$ cat src/include/arm_map.svh
/*
  Address map, field positions and reset values of the converter result
  and control register bank.
  Assumes byte addresses on a 32-bit word bus; included by bare name.
*/
`ifndef ARM_MAP_SVH
`define ARM_MAP_SVH

// ----------------------------------------------------------------------
// Result words
// ----------------------------------------------------------------------
`define ARM_RES_BASE 32'h4006_8000
`define ARM_RES_LAST 32'h4006_8074
`define ARM_RES_STRIDE 32'h0000_0004
`define ARM_SLOTS 30
`define ARM_SLOT_GAIN_AMP_CHANNEL_0 5'h10
`define ARM_SLOT_TEMP 5'h14
`define ARM_SLOT_RSV_LO 5'h18
`define ARM_SLOT_RSV_HI 5'h1C
`define ARM_SLOT_INT29 5'h1D
`define ARM_OVF_BIT 0
`define ARM_UVF_BIT 1
`define ARM_RDY_BIT 2
`define ARM_VAL_LSB 4
`define ARM_VAL_MSB 19

// ----------------------------------------------------------------------
// Control registers, byte addresses
// ----------------------------------------------------------------------
`define ARM_A_CONV_CFG 32'h4006_8078
`define ARM_A_PREBUF 32'h4006_807C
`define ARM_A_EXT_CYC 32'h4006_8080
`define ARM_A_INT_CYC 32'h4006_8084
`define ARM_A_CHAN_SEL 32'h4006_8088
`define ARM_A_CONV_IRQ 32'h4006_808C
`define ARM_A_SEQ_CTRL 32'h4006_8090
`define ARM_A_SEQ_CFG 32'h4006_8094
`define ARM_A_SEQ_STATE 32'h4006_8098
`define ARM_A_SEQ_SLOT 32'h4006_809C
`define ARM_A_MUX_A 32'h4006_80A0
`define ARM_A_MUX_B 32'h4006_80A4
`define ARM_A_CMP0 32'h4006_80A8
`define ARM_A_CMP_IRQ 32'h4006_80AC
`define ARM_A_DIFF_TRIM 32'h4006_80B0
`define ARM_A_TOFS_TRIM 32'h4006_80B4
`define ARM_A_TGN_TRIM 32'h4006_80B8
`define ARM_A_AMP0_TRIM 32'h4006_80BC
`define ARM_A_AMP1_TRIM 32'h4006_80C0
`define ARM_A_AMP2_TRIM 32'h4006_80C4
`define ARM_A_AMP3_TRIM 32'h4006_80C8
`define ARM_A_CMP1 32'h4006_8154
`define ARM_A_CMP2 32'h4006_8158
`define ARM_A_CMP3 32'h4006_815C
`define ARM_A_BIAS 32'h4006_9000
`define ARM_A_AMP0_CTRL 32'h4006_9020
`define ARM_A_AMP0_CHOP 32'h4006_9024
`define ARM_A_AMP3_CHOP 32'h4006_9028
`define ARM_A_AMP1_CTRL 32'h4006_9070
`define ARM_A_AMP1_CHOP 32'h4006_9074
`define ARM_A_AMP2_CTRL 32'h4006_90A0
`define ARM_A_AMP2_CHOP 32'h4006_90A4
`define ARM_A_AMP3_CTRL 32'h4006_90D0
`define ARM_A_SNS_CTRL 32'h4006_9600
`define ARM_A_SNS_CHOP 32'h4006_9604

// ----------------------------------------------------------------------
// Reset values and fields
// ----------------------------------------------------------------------
`define ARM_R_ZERO 32'h0000_0000
`define ARM_R_CONV_CFG 32'h0000_0200
`define ARM_R_PREBUF 32'h0000_0003
`define ARM_R_EXT_CYC 32'h0000_0010
`define ARM_R_INT_CYC 32'h0000_0140
`define ARM_R_CMP 32'h0004_0000
`define ARM_R_AMP_TRIM 32'h0000_4000
`define ARM_R_BIAS 32'h0000_003F
`define ARM_R_CHOP 32'h0000_0001
`define ARM_R_AMP_A 32'h0000_0009
`define ARM_R_AMP_B 32'h0000_0011
`define ARM_R_SNS_CTRL 32'h0000_0002
`define ARM_CH29_SEL_BIT 8
`define ARM_TCHOP_EN_BIT 0
`define ARM_NCFG 33
`define ARM_I_CONV_CFG 0
`define ARM_I_CMP_IRQ 11
`define ARM_I_DIFF_TRIM 12
`define ARM_I_TOFS_TRIM 13
`define ARM_I_TGN_TRIM 14
`define ARM_I_SNS_CHOP 32

`endif

$ cat src/include/arm_pkg.sv
/*
  Types shared by the converter result register bank.
  Assumes arm_map.svh for all numeric constants.
*/
package arm_pkg;

  // Bus request from the Wishbone master
  typedef struct packed {
    logic cyc;
    logic stb;
    logic we;
    logic [3:0] sel;
    logic [31:0] adr;
    logic [31:0] dat;
  } arm_wb_req_s;

  // One finished conversion from the converter core
  typedef struct packed {
    logic valid;
    logic [4:0] slot;
    logic [15:0] value;
  } arm_conv_s;

  // Factory trim words presented at power-up
  typedef struct packed {
    logic [31:0] diff;
    logic [31:0] temp_ofs;
    logic [31:0] temp_gain;
  } arm_trim_s;

  // Die sensor two-sample averaging
  typedef enum logic {ARM_CHOP_IDLE, ARM_CHOP_HALF} arm_chop_e;

endpackage
$ cat src/core/arm_regbank.sv
/*
  Converter result and control register bank, Wishbone classic slave.
  Assumes the converter core, comparators and sequencer run on clk_i and
  hand results and status in directly; trims are stable at reset release.
*/
// The implementer's own choice: the Wishbone slave port.
// Function
// - One read-only result word per channel, four bytes apart.
// - Every result word reads zero after reset until a conversion lands.
// - Result value sits from bit 4 upward; bits 31:20 read zero.
// - Slots 0 to 15 hold external analog inputs 0 to 15.
// - Slots 16 to 19 hold gain amplifier channels 0 to 3.
// - Slot 20 die sensor; 21 to 23 supply measurements.
// - Slots 24 to 28 reserved; slot 29 ground or digital supply half.
// - Ready flag sets on a new result, clears once that result is read.
// - Underflow flag set when stored value is zero scale, else zero.
// - Overflow flag set when stored value is full scale, else zero.
// - Config resets to 0x200; irq and sequencer status read-only, zero.
// - External cycle resets to 0x10, internal cycle to 0x140.
// - Differential and die sensor trims load factory values; writable.
// - Four amplifier trims reset to 0x4000, read and write.
// - Four comparator configs reset to 0x40000; shared flags reset zero.
// - Die sensor control resets to 0x2, its chopping control to zero.
// - Amp bias 0x3F, chop controls 0x1, amp controls 0x9 or 0x11.
// - With chop on, two die sensor samples are averaged, then stored.
// - Config bit 8 selects what internal channel 29 measures.
`timescale 1ns/1ps
`default_nettype none
`include "arm_map.svh"

module arm_regbank
  import arm_pkg::*;
#(
  parameter int DATA_W = 16
) (
  input wire logic clk_i,
  input wire logic rst_i,
  input wire arm_wb_req_s wb_req_i,
  output logic [31:0] wb_dat_o,
  output logic wb_ack_o,
  input wire arm_conv_s conv_i,
  input wire arm_trim_s trim_i,
  input wire logic [31:0] conv_irq_i,
  input wire logic [31:0] seq_state_i,
  input wire logic [3:0] cmp_event_i,
  output logic [`ARM_NCFG-1:0][31:0] cfg_bank_o,
  output logic ch29_sel_o,
  output logic temp_chop_o
);

  // --------------------------------------------------------------------
  // Elaboration checks and tables
  // --------------------------------------------------------------------
  if (DATA_W < 1 || DATA_W > 16) begin : g_bad_width
    $error("DATA_W must be 1 to 16");
  end

  localparam int NCFG = `ARM_NCFG;
  localparam int NSLOT = `ARM_SLOTS;
  localparam logic [15:0] FULL_SCALE = 16'(({DATA_W{1'b1}}));

  // Order here fixes the index of each control word in cfg_bank_o
  localparam logic [31:0] CFG_ADDR [NCFG] = '{
    `ARM_A_CONV_CFG, `ARM_A_PREBUF, `ARM_A_EXT_CYC, `ARM_A_INT_CYC,
    `ARM_A_CHAN_SEL, `ARM_A_SEQ_CTRL, `ARM_A_SEQ_CFG, `ARM_A_SEQ_SLOT,
    `ARM_A_MUX_A, `ARM_A_MUX_B, `ARM_A_CMP0, `ARM_A_CMP_IRQ,
    `ARM_A_DIFF_TRIM, `ARM_A_TOFS_TRIM, `ARM_A_TGN_TRIM,
    `ARM_A_AMP0_TRIM, `ARM_A_AMP1_TRIM, `ARM_A_AMP2_TRIM,
    `ARM_A_AMP3_TRIM, `ARM_A_CMP1, `ARM_A_CMP2, `ARM_A_CMP3,
    `ARM_A_BIAS, `ARM_A_AMP0_CTRL, `ARM_A_AMP0_CHOP, `ARM_A_AMP3_CHOP,
    `ARM_A_AMP1_CTRL, `ARM_A_AMP1_CHOP, `ARM_A_AMP2_CTRL,
    `ARM_A_AMP2_CHOP, `ARM_A_AMP3_CTRL, `ARM_A_SNS_CTRL, `ARM_A_SNS_CHOP
  };

  localparam logic [31:0] CFG_RST [NCFG] = '{
    `ARM_R_CONV_CFG, `ARM_R_PREBUF, `ARM_R_EXT_CYC, `ARM_R_INT_CYC,
    `ARM_R_ZERO, `ARM_R_ZERO, `ARM_R_ZERO, `ARM_R_ZERO,
    `ARM_R_ZERO, `ARM_R_ZERO, `ARM_R_CMP, `ARM_R_ZERO,
    `ARM_R_ZERO, `ARM_R_ZERO, `ARM_R_ZERO,
    `ARM_R_AMP_TRIM, `ARM_R_AMP_TRIM, `ARM_R_AMP_TRIM,
    `ARM_R_AMP_TRIM, `ARM_R_CMP, `ARM_R_CMP, `ARM_R_CMP,
    `ARM_R_BIAS, `ARM_R_AMP_A, `ARM_R_CHOP, `ARM_R_CHOP,
    `ARM_R_AMP_B, `ARM_R_CHOP, `ARM_R_AMP_A,
    `ARM_R_CHOP, `ARM_R_AMP_B, `ARM_R_SNS_CTRL, `ARM_R_ZERO
  };

  // --------------------------------------------------------------------
  // Decode functions, shared by read mux, write path and read-clear
  // --------------------------------------------------------------------
  // Result slot hit: word aligned, inside the result window
  function automatic logic res_hit(input logic [31:0] a);
    res_hit = (a >= `ARM_RES_BASE) && (a <= `ARM_RES_LAST)
              && (a[1:0] == 2'h0);
  endfunction

  function automatic logic [4:0] res_slot(input logic [31:0] a);
    logic [31:0] off;
    off = a - `ARM_RES_BASE;
    res_slot = off[6:2];
  endfunction

  // Only slots with a documented source ever take a result
  function automatic logic slot_live(input logic [4:0] s);
    slot_live = (s < `ARM_SLOT_RSV_LO) || (s == `ARM_SLOT_INT29);
  endfunction

  function automatic logic [31:0] byte_merge(input logic [31:0] old_w,
                                             input logic [31:0] new_w,
                                             input logic [3:0] sel);
    logic [31:0] m;
    m = old_w;
    for (int b = 0; b < 4; b++) begin
      if (sel[b]) begin
        m[8*b +: 8] = new_w[8*b +: 8];
      end
    end
    byte_merge = m;
  endfunction

  // --------------------------------------------------------------------
  // Wishbone slave handshake
  // --------------------------------------------------------------------
  logic ack_reg;
  logic [31:0] dat_reg;
  logic req;
  logic done;
  logic rd_done;
  logic wr_done;
  logic [4:0] req_slot;
  logic req_res;

  assign req = wb_req_i.cyc && wb_req_i.stb;
  // The access completes at the edge where the master sees ack
  assign done = req && ack_reg;
  assign rd_done = done && !wb_req_i.we;
  assign wr_done = done && wb_req_i.we;
  assign req_slot = res_slot(wb_req_i.adr);
  assign req_res = res_hit(wb_req_i.adr);

  // One wait state, then ack for one cycle; never back to back
  always_ff @(posedge clk_i) begin
    if (rst_i) begin
      ack_reg <= 1'b0;
    end else begin
      ack_reg <= req && !ack_reg;
    end
  end

  // --------------------------------------------------------------------
  // Control word storage
  // --------------------------------------------------------------------
  logic [NCFG-1:0][31:0] cfg_reg;
  logic [31:0] conv_irq_reg;
  logic [31:0] seq_state_reg;
  logic trim_load_reg;

  // Trims come from fuses, which are only valid after reset lets go
  always_ff @(posedge clk_i) begin
    if (rst_i) begin
      trim_load_reg <= 1'b1;
    end else begin
      trim_load_reg <= 1'b0;
    end
  end

  // Each control word: reset value, byte-masked write; the three trims also take a factory load
  for (genvar i = 0; i < NCFG; i++) begin : g_cfg
    always_ff @(posedge clk_i) begin
      if (rst_i) begin
        cfg_reg[i] <= CFG_RST[i];
      end else if (trim_load_reg && i == `ARM_I_DIFF_TRIM) begin
        cfg_reg[i] <= trim_i.diff;
      end else if (trim_load_reg && i == `ARM_I_TOFS_TRIM) begin
        cfg_reg[i] <= trim_i.temp_ofs;
      end else if (trim_load_reg && i == `ARM_I_TGN_TRIM) begin
        cfg_reg[i] <= trim_i.temp_gain;
      end else if (i == `ARM_I_CMP_IRQ) begin
        // A comparator hit in the write cycle survives the write
        if (wr_done && wb_req_i.adr == CFG_ADDR[i]) begin
          cfg_reg[i] <= byte_merge(cfg_reg[i], wb_req_i.dat,
                                   wb_req_i.sel) | {28'h0, cmp_event_i};
        end else begin
          cfg_reg[i] <= cfg_reg[i] | {28'h0, cmp_event_i};
        end
      end else if (wr_done && wb_req_i.adr == CFG_ADDR[i]) begin
        cfg_reg[i] <= byte_merge(cfg_reg[i], wb_req_i.dat,
                                 wb_req_i.sel);
      end
    end
  end

  // Read-only status mirrors; bus writes never reach them
  always_ff @(posedge clk_i) begin
    if (rst_i) begin
      conv_irq_reg <= `ARM_R_ZERO;
      seq_state_reg <= `ARM_R_ZERO;
    end else begin
      conv_irq_reg <= conv_irq_i;
      seq_state_reg <= seq_state_i;
    end
  end

  // --------------------------------------------------------------------
  // Die sensor two-sample averaging
  // --------------------------------------------------------------------
  arm_chop_e chop_state;
  logic [15:0] chop_first_reg;
  logic temp_hit;
  logic chop_on;
  logic store;
  logic [4:0] store_slot;
  logic [15:0] store_value;
  logic [16:0] chop_sum;

  assign temp_hit = conv_i.valid && conv_i.slot == `ARM_SLOT_TEMP;
  assign chop_on = cfg_reg[`ARM_I_SNS_CHOP][`ARM_TCHOP_EN_BIT];
  assign chop_sum = {1'b0, chop_first_reg} + {1'b0, conv_i.value};

  // First sample parks here; only the mean of the pair is stored
  always_ff @(posedge clk_i) begin
    if (rst_i) begin
      chop_state <= ARM_CHOP_IDLE;
      chop_first_reg <= 16'h0000;
    end else begin
      case (chop_state)
        ARM_CHOP_IDLE: begin
          if (temp_hit && chop_on) begin
            chop_state <= ARM_CHOP_HALF;
            chop_first_reg <= conv_i.value;
          end
        end
        ARM_CHOP_HALF: begin
          if (temp_hit || !chop_on) begin
            chop_state <= ARM_CHOP_IDLE;
          end
        end
        default: begin
          chop_state <= ARM_CHOP_IDLE;
        end
      endcase
    end
  end

  // Value and slot actually written this cycle
  always_comb begin
    store = conv_i.valid && slot_live(conv_i.slot);
    store_slot = conv_i.slot;
    store_value = conv_i.value & FULL_SCALE;
    if (temp_hit && chop_on) begin
      // Turning chop off mid-pair drops the parked half
      store = (chop_state == ARM_CHOP_HALF);
      store_value = chop_sum[16:1] & FULL_SCALE;
    end
  end

  // --------------------------------------------------------------------
  // Result slots
  // --------------------------------------------------------------------
  logic [15:0] res_value [NSLOT];
  logic [NSLOT-1:0] res_rdy;
  logic [NSLOT-1:0] res_uvf;
  logic [NSLOT-1:0] res_ovf;

  for (genvar s = 0; s < NSLOT; s++) begin : g_slot
    logic hit_set;
    logic hit_clr;
    assign hit_set = store && store_slot == 5'(s);
    assign hit_clr = rd_done && req_res && req_slot == 5'(s);

    // Value and range flags follow the stored sample
    always_ff @(posedge clk_i) begin
      if (rst_i) begin
        res_value[s] <= 16'h0000;
        res_uvf[s] <= 1'b0;
        res_ovf[s] <= 1'b0;
      end else if (hit_set) begin
        res_value[s] <= store_value;
        res_uvf[s] <= (store_value == 16'h0000);
        res_ovf[s] <= (store_value == FULL_SCALE);
      end
    end

    // A fresh result landing with the read keeps ready set
    always_ff @(posedge clk_i) begin
      if (rst_i) begin
        res_rdy[s] <= 1'b0;
      end else if (hit_set) begin
        res_rdy[s] <= 1'b1;
      end else if (hit_clr) begin
        res_rdy[s] <= 1'b0;
      end
    end
  end

  // --------------------------------------------------------------------
  // Read data
  // --------------------------------------------------------------------
  logic [31:0] rd_mux;

  // Unmapped and reserved addresses answer zero
  always_comb begin
    rd_mux = `ARM_R_ZERO;
    if (req_res) begin
      if (slot_live(req_slot)) begin
        rd_mux[`ARM_VAL_MSB:`ARM_VAL_LSB] = res_value[req_slot];
        rd_mux[`ARM_RDY_BIT] = res_rdy[req_slot];
        rd_mux[`ARM_UVF_BIT] = res_uvf[req_slot];
        rd_mux[`ARM_OVF_BIT] = res_ovf[req_slot];
      end
    end else if (wb_req_i.adr == `ARM_A_CONV_IRQ) begin
      rd_mux = conv_irq_reg;
    end else if (wb_req_i.adr == `ARM_A_SEQ_STATE) begin
      rd_mux = seq_state_reg;
    end else begin
      for (int i = 0; i < NCFG; i++) begin
        if (wb_req_i.adr == CFG_ADDR[i]) begin
          rd_mux = cfg_reg[i];
        end
      end
    end
  end

  // Data is captured with the ack so it stands while ack is high
  always_ff @(posedge clk_i) begin
    if (rst_i) begin
      dat_reg <= `ARM_R_ZERO;
    end else if (req && !ack_reg && !wb_req_i.we) begin
      dat_reg <= rd_mux;
    end
  end

  // --------------------------------------------------------------------
  // Control outputs
  // --------------------------------------------------------------------
  logic ch29_reg;
  logic tchop_reg;
  logic [NCFG-1:0][31:0] cfg_out_reg;

  // Registered copies keep outputs straight off flip-flops
  always_ff @(posedge clk_i) begin
    if (rst_i) begin
      ch29_reg <= 1'b0;
      tchop_reg <= 1'b0;
    end else begin
      ch29_reg <= cfg_reg[`ARM_I_CONV_CFG][`ARM_CH29_SEL_BIT];
      tchop_reg <= chop_on;
    end
  end

  for (genvar i = 0; i < NCFG; i++) begin : g_cfg_out
    always_ff @(posedge clk_i) begin
      if (rst_i) begin
        cfg_out_reg[i] <= CFG_RST[i];
      end else begin
        cfg_out_reg[i] <= cfg_reg[i];
      end
    end
  end

  assign wb_ack_o = ack_reg;
  assign wb_dat_o = dat_reg;
  assign cfg_bank_o = cfg_out_reg;
  assign ch29_sel_o = ch29_reg;
  assign temp_chop_o = tchop_reg;
endmodule
`default_nettype wire

$ cat config.mk
export PLATFORM = sky130hd
export DESIGN_NAME = arm_regbank
export DESIGN_NICKNAME = d
export VERILOG_FILES = /design/src/include/arm_pkg.sv /design/src/core/arm_regbank.sv
export VERILOG_INCLUDE_DIRS = /design/src /design/src/include
export SDC_FILE = /design/constraint.sdc
export NUM_CORES = 2
export LEC_CHECK = 0
export BUFFER_PORTS_ARGS = -buffer_cell sky130_fd_sc_hd__buf_4
export CAP_MARGIN = 20
export CELL_PAD_IN_SITES_DETAIL_PLACEMENT = 1
export CELL_PAD_IN_SITES_GLOBAL_PLACEMENT = 2
export CORE_UTILIZATION = 39
export CTS_CLUSTER_DIAMETER = 100
export CTS_CLUSTER_SIZE = 20
export DETAILED_ROUTE_END_ITERATION = 10
export PLACE_DENSITY = 0.88
export REMOVE_ABC_BUFFERS = 1
export SETUP_SLACK_MARGIN = 0.1
export SLEW_MARGIN = 30
export SYNTH_ARGS = -nofsm -noshare
export SYNTH_HDL_FRONTEND = slang
export SYNTH_SLANG_ARGS = --single-unit
export TNS_END_PERCENT = 5
$ cat constraint.sdc
create_clock -name clk_i -period 12 [get_ports clk_i]
set_clock_uncertainty 0.2 [all_clocks]
set_input_delay 2.4 -clock clk_i [delete_from_list [all_inputs] [get_ports clk_i]]
set_output_delay 2.4 -clock clk_i [all_outputs]
set_load 0.1 [all_outputs]
==> results.txt <==
Compared with the post-synthesis result, the final layout area differs by 19.0%. The flip-flop and latch count after synthesis is around 2800. Sorting the synthesized cells by area gives the leading types as sky130_fd_sc_hd__dfxtp_1, sky130_fd_sc_hd__edfxtp_1, sky130_fd_sc_hd__nand2_1. The DRC violation count after routing came out at approximately 290.

In the synthesized netlist, the cells that appear most often are sky130_fd_sc_hd__nand2_1, sky130_fd_sc_hd__dfxtp_1, sky130_fd_sc_hd__a21oi_1. The unique cell type count in the Yosys netlist came out at 96. The endpoint identified for the worst register-to-register timing path is res_uvf[5]. In this run the most critical hold path is launched from res_rdy[26]. The width of the die came out at about 520 um. The area of all placed cells without fillers came out at 124000 um^2. In this run the worst path has a maximum fanout of 26. The internal power consumption came out at 12400 uW.

Entering global routing, the biggest net connects 233 pins. The final weighted congestion in routability-driven placement is slightly above 1. The switching fraction of total power came out at about a quarter. The library cell contributing the largest single delay on the critical path is sky130_fd_sc_hd__a2111oi_0. The vias after detailed routing came out at 96582. The starting density of the core is around two fifths. The worst register-to-register path has a depth of 9. The final reports fail on design-rule violations. The adder-cell area share of the yosys netlist came out at less than 1%.

The filler cells instantiated in the layout total 29766. The number of violations of the max-capacitance limit is 0. For the worst setup path, the data required time is 12640 ps. The total number of placement rows came out at about 190. The cell area that synthesis handed to floorplanning was approximately 100000 um^2.

The share of the synthesized area in compound gates (AO/OA/AOI/OAI) is roughly an eighth. The longest clock path from root to sink contains 3 buffers. The shortest clock period the worst path allows after layout is 7110 ps. The wire-length estimate of the detail-placed layout is about 480000 um. The number of antenna violations at the first check in global routing came out at about 110. During placement, the flow inserted port buffers numbering roughly 1300. The number of buffers inserted for hold repair after clock tree synthesis is 0. The mean cell area of the mapped netlist came out at between 9 and 10 um^2.

The clock latency on the worst-skew pair came out at slightly above 900 ps. The path with the worst hold slack has its endpoint at res_rdy[26]. The cell area after placement came out at ~120000 um^2.

The detailed-route wire length per cell is about 40 um. The transition time at the pin with the least slew margin came out at ~1300 ps. The worst setup path is of the input pin to register kind. The overall die area is between 200000 and 300000 um^2. The share of flip-flops with an asynchronous set or reset came out at 0%.

The total global routing track utilization is between 40% and 50%. The main combinational cell family by area after synthesis is simple AND/OR/NAND/NOR gates. The max-slew violation count was 0. The data arrival at the endpoint of the critical path came out at slightly below 8000 ps. The final routed wirelength across all metal layers is 623000 um. The root cell of the clock tree is sky130_fd_sc_hd__clkbuf_16. The number of clock sinks is approximately 2800.

The setup slack of the worst register-to-register path is ~7200 ps. The sequential area share after synthesis came out at ~58%. The standard cell core area came out at about 270000 um^2. The worst hold path belongs to the class register to register.

The first global-routing pass estimated slightly above 800000 um of wire. The clock edge transition at the registers on the reported setup and hold paths came out at 100 ps. In this run, synthesis inferred between 400 and 500 flip-flops with an integrated enable. The flow ran to the end, but the final reports show violations. The final count of hold timing violations came to 0. The final standard cell utilization of the core is 46.7%. The number of violations reported at the end of detailed-routing iteration 0 is 13304. Synthesis produced 10867 cells. The total setup violations reported at the end of the flow came out at 0. After clock tree synthesis, the setup repair step added 0 buffers. Setup repair after global routing left no endpoint under its margin. The share of the synthesized netlist area taken by xor and xnor gates came out at less than 1%.

The net switching component of the power came out at ~4200 uW. The total number of H-tree levels came out at 4. Of the cells placed in the final design, the portion with a size suffix greater than 1 is between 10% and 20%. The relative max-transition margin is ~13%. The net count of the finished layout is roughly 12000. The kind of capture point of the worst setup path is a register. sky130_fd_sc_hd__nand2_1 is the most common cell in the netlist. In this run the static leakage power is about 0.046 uW. In this run the critical register-to-register path is launched from chop_first_reg[4]. Measured against the total synthesized area, the mux share comes to 4.08%. The longest individual stage delay on the worst path came out at approximately 900 ps. The area share of the largest cell type after synthesis is 44.5%. The overall die height is between 500 and 600 um. The part of the power in registers came out at between 50 and 60%. The maximum resistive drop on vdd is 0.165 mV. STA classifies the critical path startpoint as an input pin.

The part of the power in the clock network came out at between 30% and 40%. The vias per cell came out at between 6 and 7. Dividing total power by cell area gives a power density of roughly 130 nW/um^2. The top achievable clock speed is about 140 MHz. The depth of the worst hold-timing path came out at 1. The most common cell type on the critical path is sky130_fd_sc_hd__buf_4. The portion of total power attributed to combinational logic is about 6.0%.

The number of iterations in the first detailed-routing pass came out at 11. The count of boundary I/O pins came out at 1350. The signal on the critical path passes through buf_4 > nor4_4 > nand4_2 > buf_4 > nor4_4 > buf_4 > a222oi_1 > a2111oi_0 > a211oi_1 > o2111ai_1 > a211oi_1 > nor2_1. For this run, the number of Yosys warnings is 0.

The final period utilization is around 59%. The count of instances resized after the clock tree is built came out at 0. TritonCTS built the clock tree.

The number of global-route vias before repair is just over 90000. The remaining antenna violation count after routing came out at 0. In the synthesized netlist the dominant register cell turns out to be sky130_fd_sc_hd__dfxtp_1.

The number of buffers added by the clock tree synthesis step is roughly 160. The cell type with the highest aggregate area in the netlist is sky130_fd_sc_hd__dfxtp_1. The basic-gate share of the synthesized area counting and, or, nand and nor cells came out at between 20% and 30%. The final setup TNS is 0 ps. Global routing finished with a remaining overflow of 0.
==> placed cells by master (no fill, tap or decap), types with 50 or more instances in the layout <==
cell	instances
sky130_fd_sc_hd__nand2_1	2320
sky130_fd_sc_hd__dfxtp_1	2316
sky130_fd_sc_hd__buf_4	1583
sky130_fd_sc_hd__a21oi_1	1217
sky130_fd_sc_hd__nor2b_1	1126
sky130_fd_sc_hd__nor2_1	847
sky130_fd_sc_hd__edfxtp_1	479
sky130_fd_sc_hd__o21ai_0	178
sky130_fd_sc_hd__mux4_2	167
sky130_fd_sc_hd__clkbuf_16	162
sky130_fd_sc_hd__nand3_1	134
sky130_fd_sc_hd__a22oi_1	112
sky130_fd_sc_hd__a211oi_1	97
sky130_fd_sc_hd__o22ai_1	85
sky130_fd_sc_hd__conb_1	79
sky130_fd_sc_hd__nor3_1	71
sky130_fd_sc_hd__a221oi_1	67
sky130_fd_sc_hd__a222oi_1	60
sky130_fd_sc_hd__diode_2	55
sky130_fd_sc_hd__nand4_1	55
sky130_fd_sc_hd__inv_1	50
==> kinds of logic after synthesis <==
group	count (synthesis)
buffers and inverters	764
adders and majority gates	16
xor gates and xnor gates	2
AOI/OAI and AO/OA	2188
and+or+nand+nor	4886
muxes	214
other	1
DFF	2796
==> routing by layer <==
layer / vias up / track usage, % / wire length, um
met5: - / 0 / 350
met3: 1648 / 10.8 / 63000
met2: 6723 / 67.9 / 271000
met4: 56 / 32.1 / 52100
li1: 39526 / - / -
met1: 48629 / 55.8 / 236000
==> power by group through the flow <==
stage | clock network, uW | registers (uW) | logic, uW
after floorplan | 0 | 10000 | 261
after global placement | 0 | 9950 | 956
after detailed placement | 0 | 9960 | 972
after CTS | 5890 | 9740 | 974
after global routing | 6200 | 9750 | 1020
final | 5920 | 9750 | 1000
==> layout make-up <==
type                            count  area, um^2  area share (%)
Sequential cell                  2796       60800            49.0
Multi-Input combinational cell   7385       41700            33.6
Antenna cell                       55         138           0.111
Timing Repair Buffer             1606       12200            9.87
Clock buffer                      203        4220            3.40
Inverter                           54         205           0.165
Tap cell                         3533        4420            3.56
Clock inverter                     24         368           0.297
==> worst max path at each step <==
stage / slack, ps / cells past startpoint / end / from
CTS: 5200 / 14 / wb_dat_o[23] / wb_req_i[34]
finish: 4890 / 12 / wb_dat_o[11] / wb_req_i[51]
detailed placement: 4260 / 11 / wb_dat_o[24] / wb_req_i[51]
global placement: 3940 / 10 / wb_dat_o[1] / wb_req_i[51]
global route: 5020 / 14 / wb_dat_o[23] / wb_req_i[34]
floorplan: 5120 / 8 / wb_dat_o[24] / wb_req_i[39]
==> metrics by stage <==
step                      hold WS [ps]  total power, uW  cells  setup WS, ps
final                              247            16700  15656          4890
after global routing               268            17000  15615          5020
after CTS                          249            16600  15595          5200
after detailed placement           237            10900  15368          4260
after global placement             229            10900  15364          3940
after floorplan                    220            10300  10235          5120
==> worst max-delay path: cells and delay by family <==
| family | cells | cell delay [ps] |
|---|---|---|
| buffers and inverters | 3 | 1140 |
| AO/OA/AOI/OAI | 5 | 2170 |
| AND/OR/NAND/NOR | 4 | 1960 |
Power figures use the tool's default switching activity.
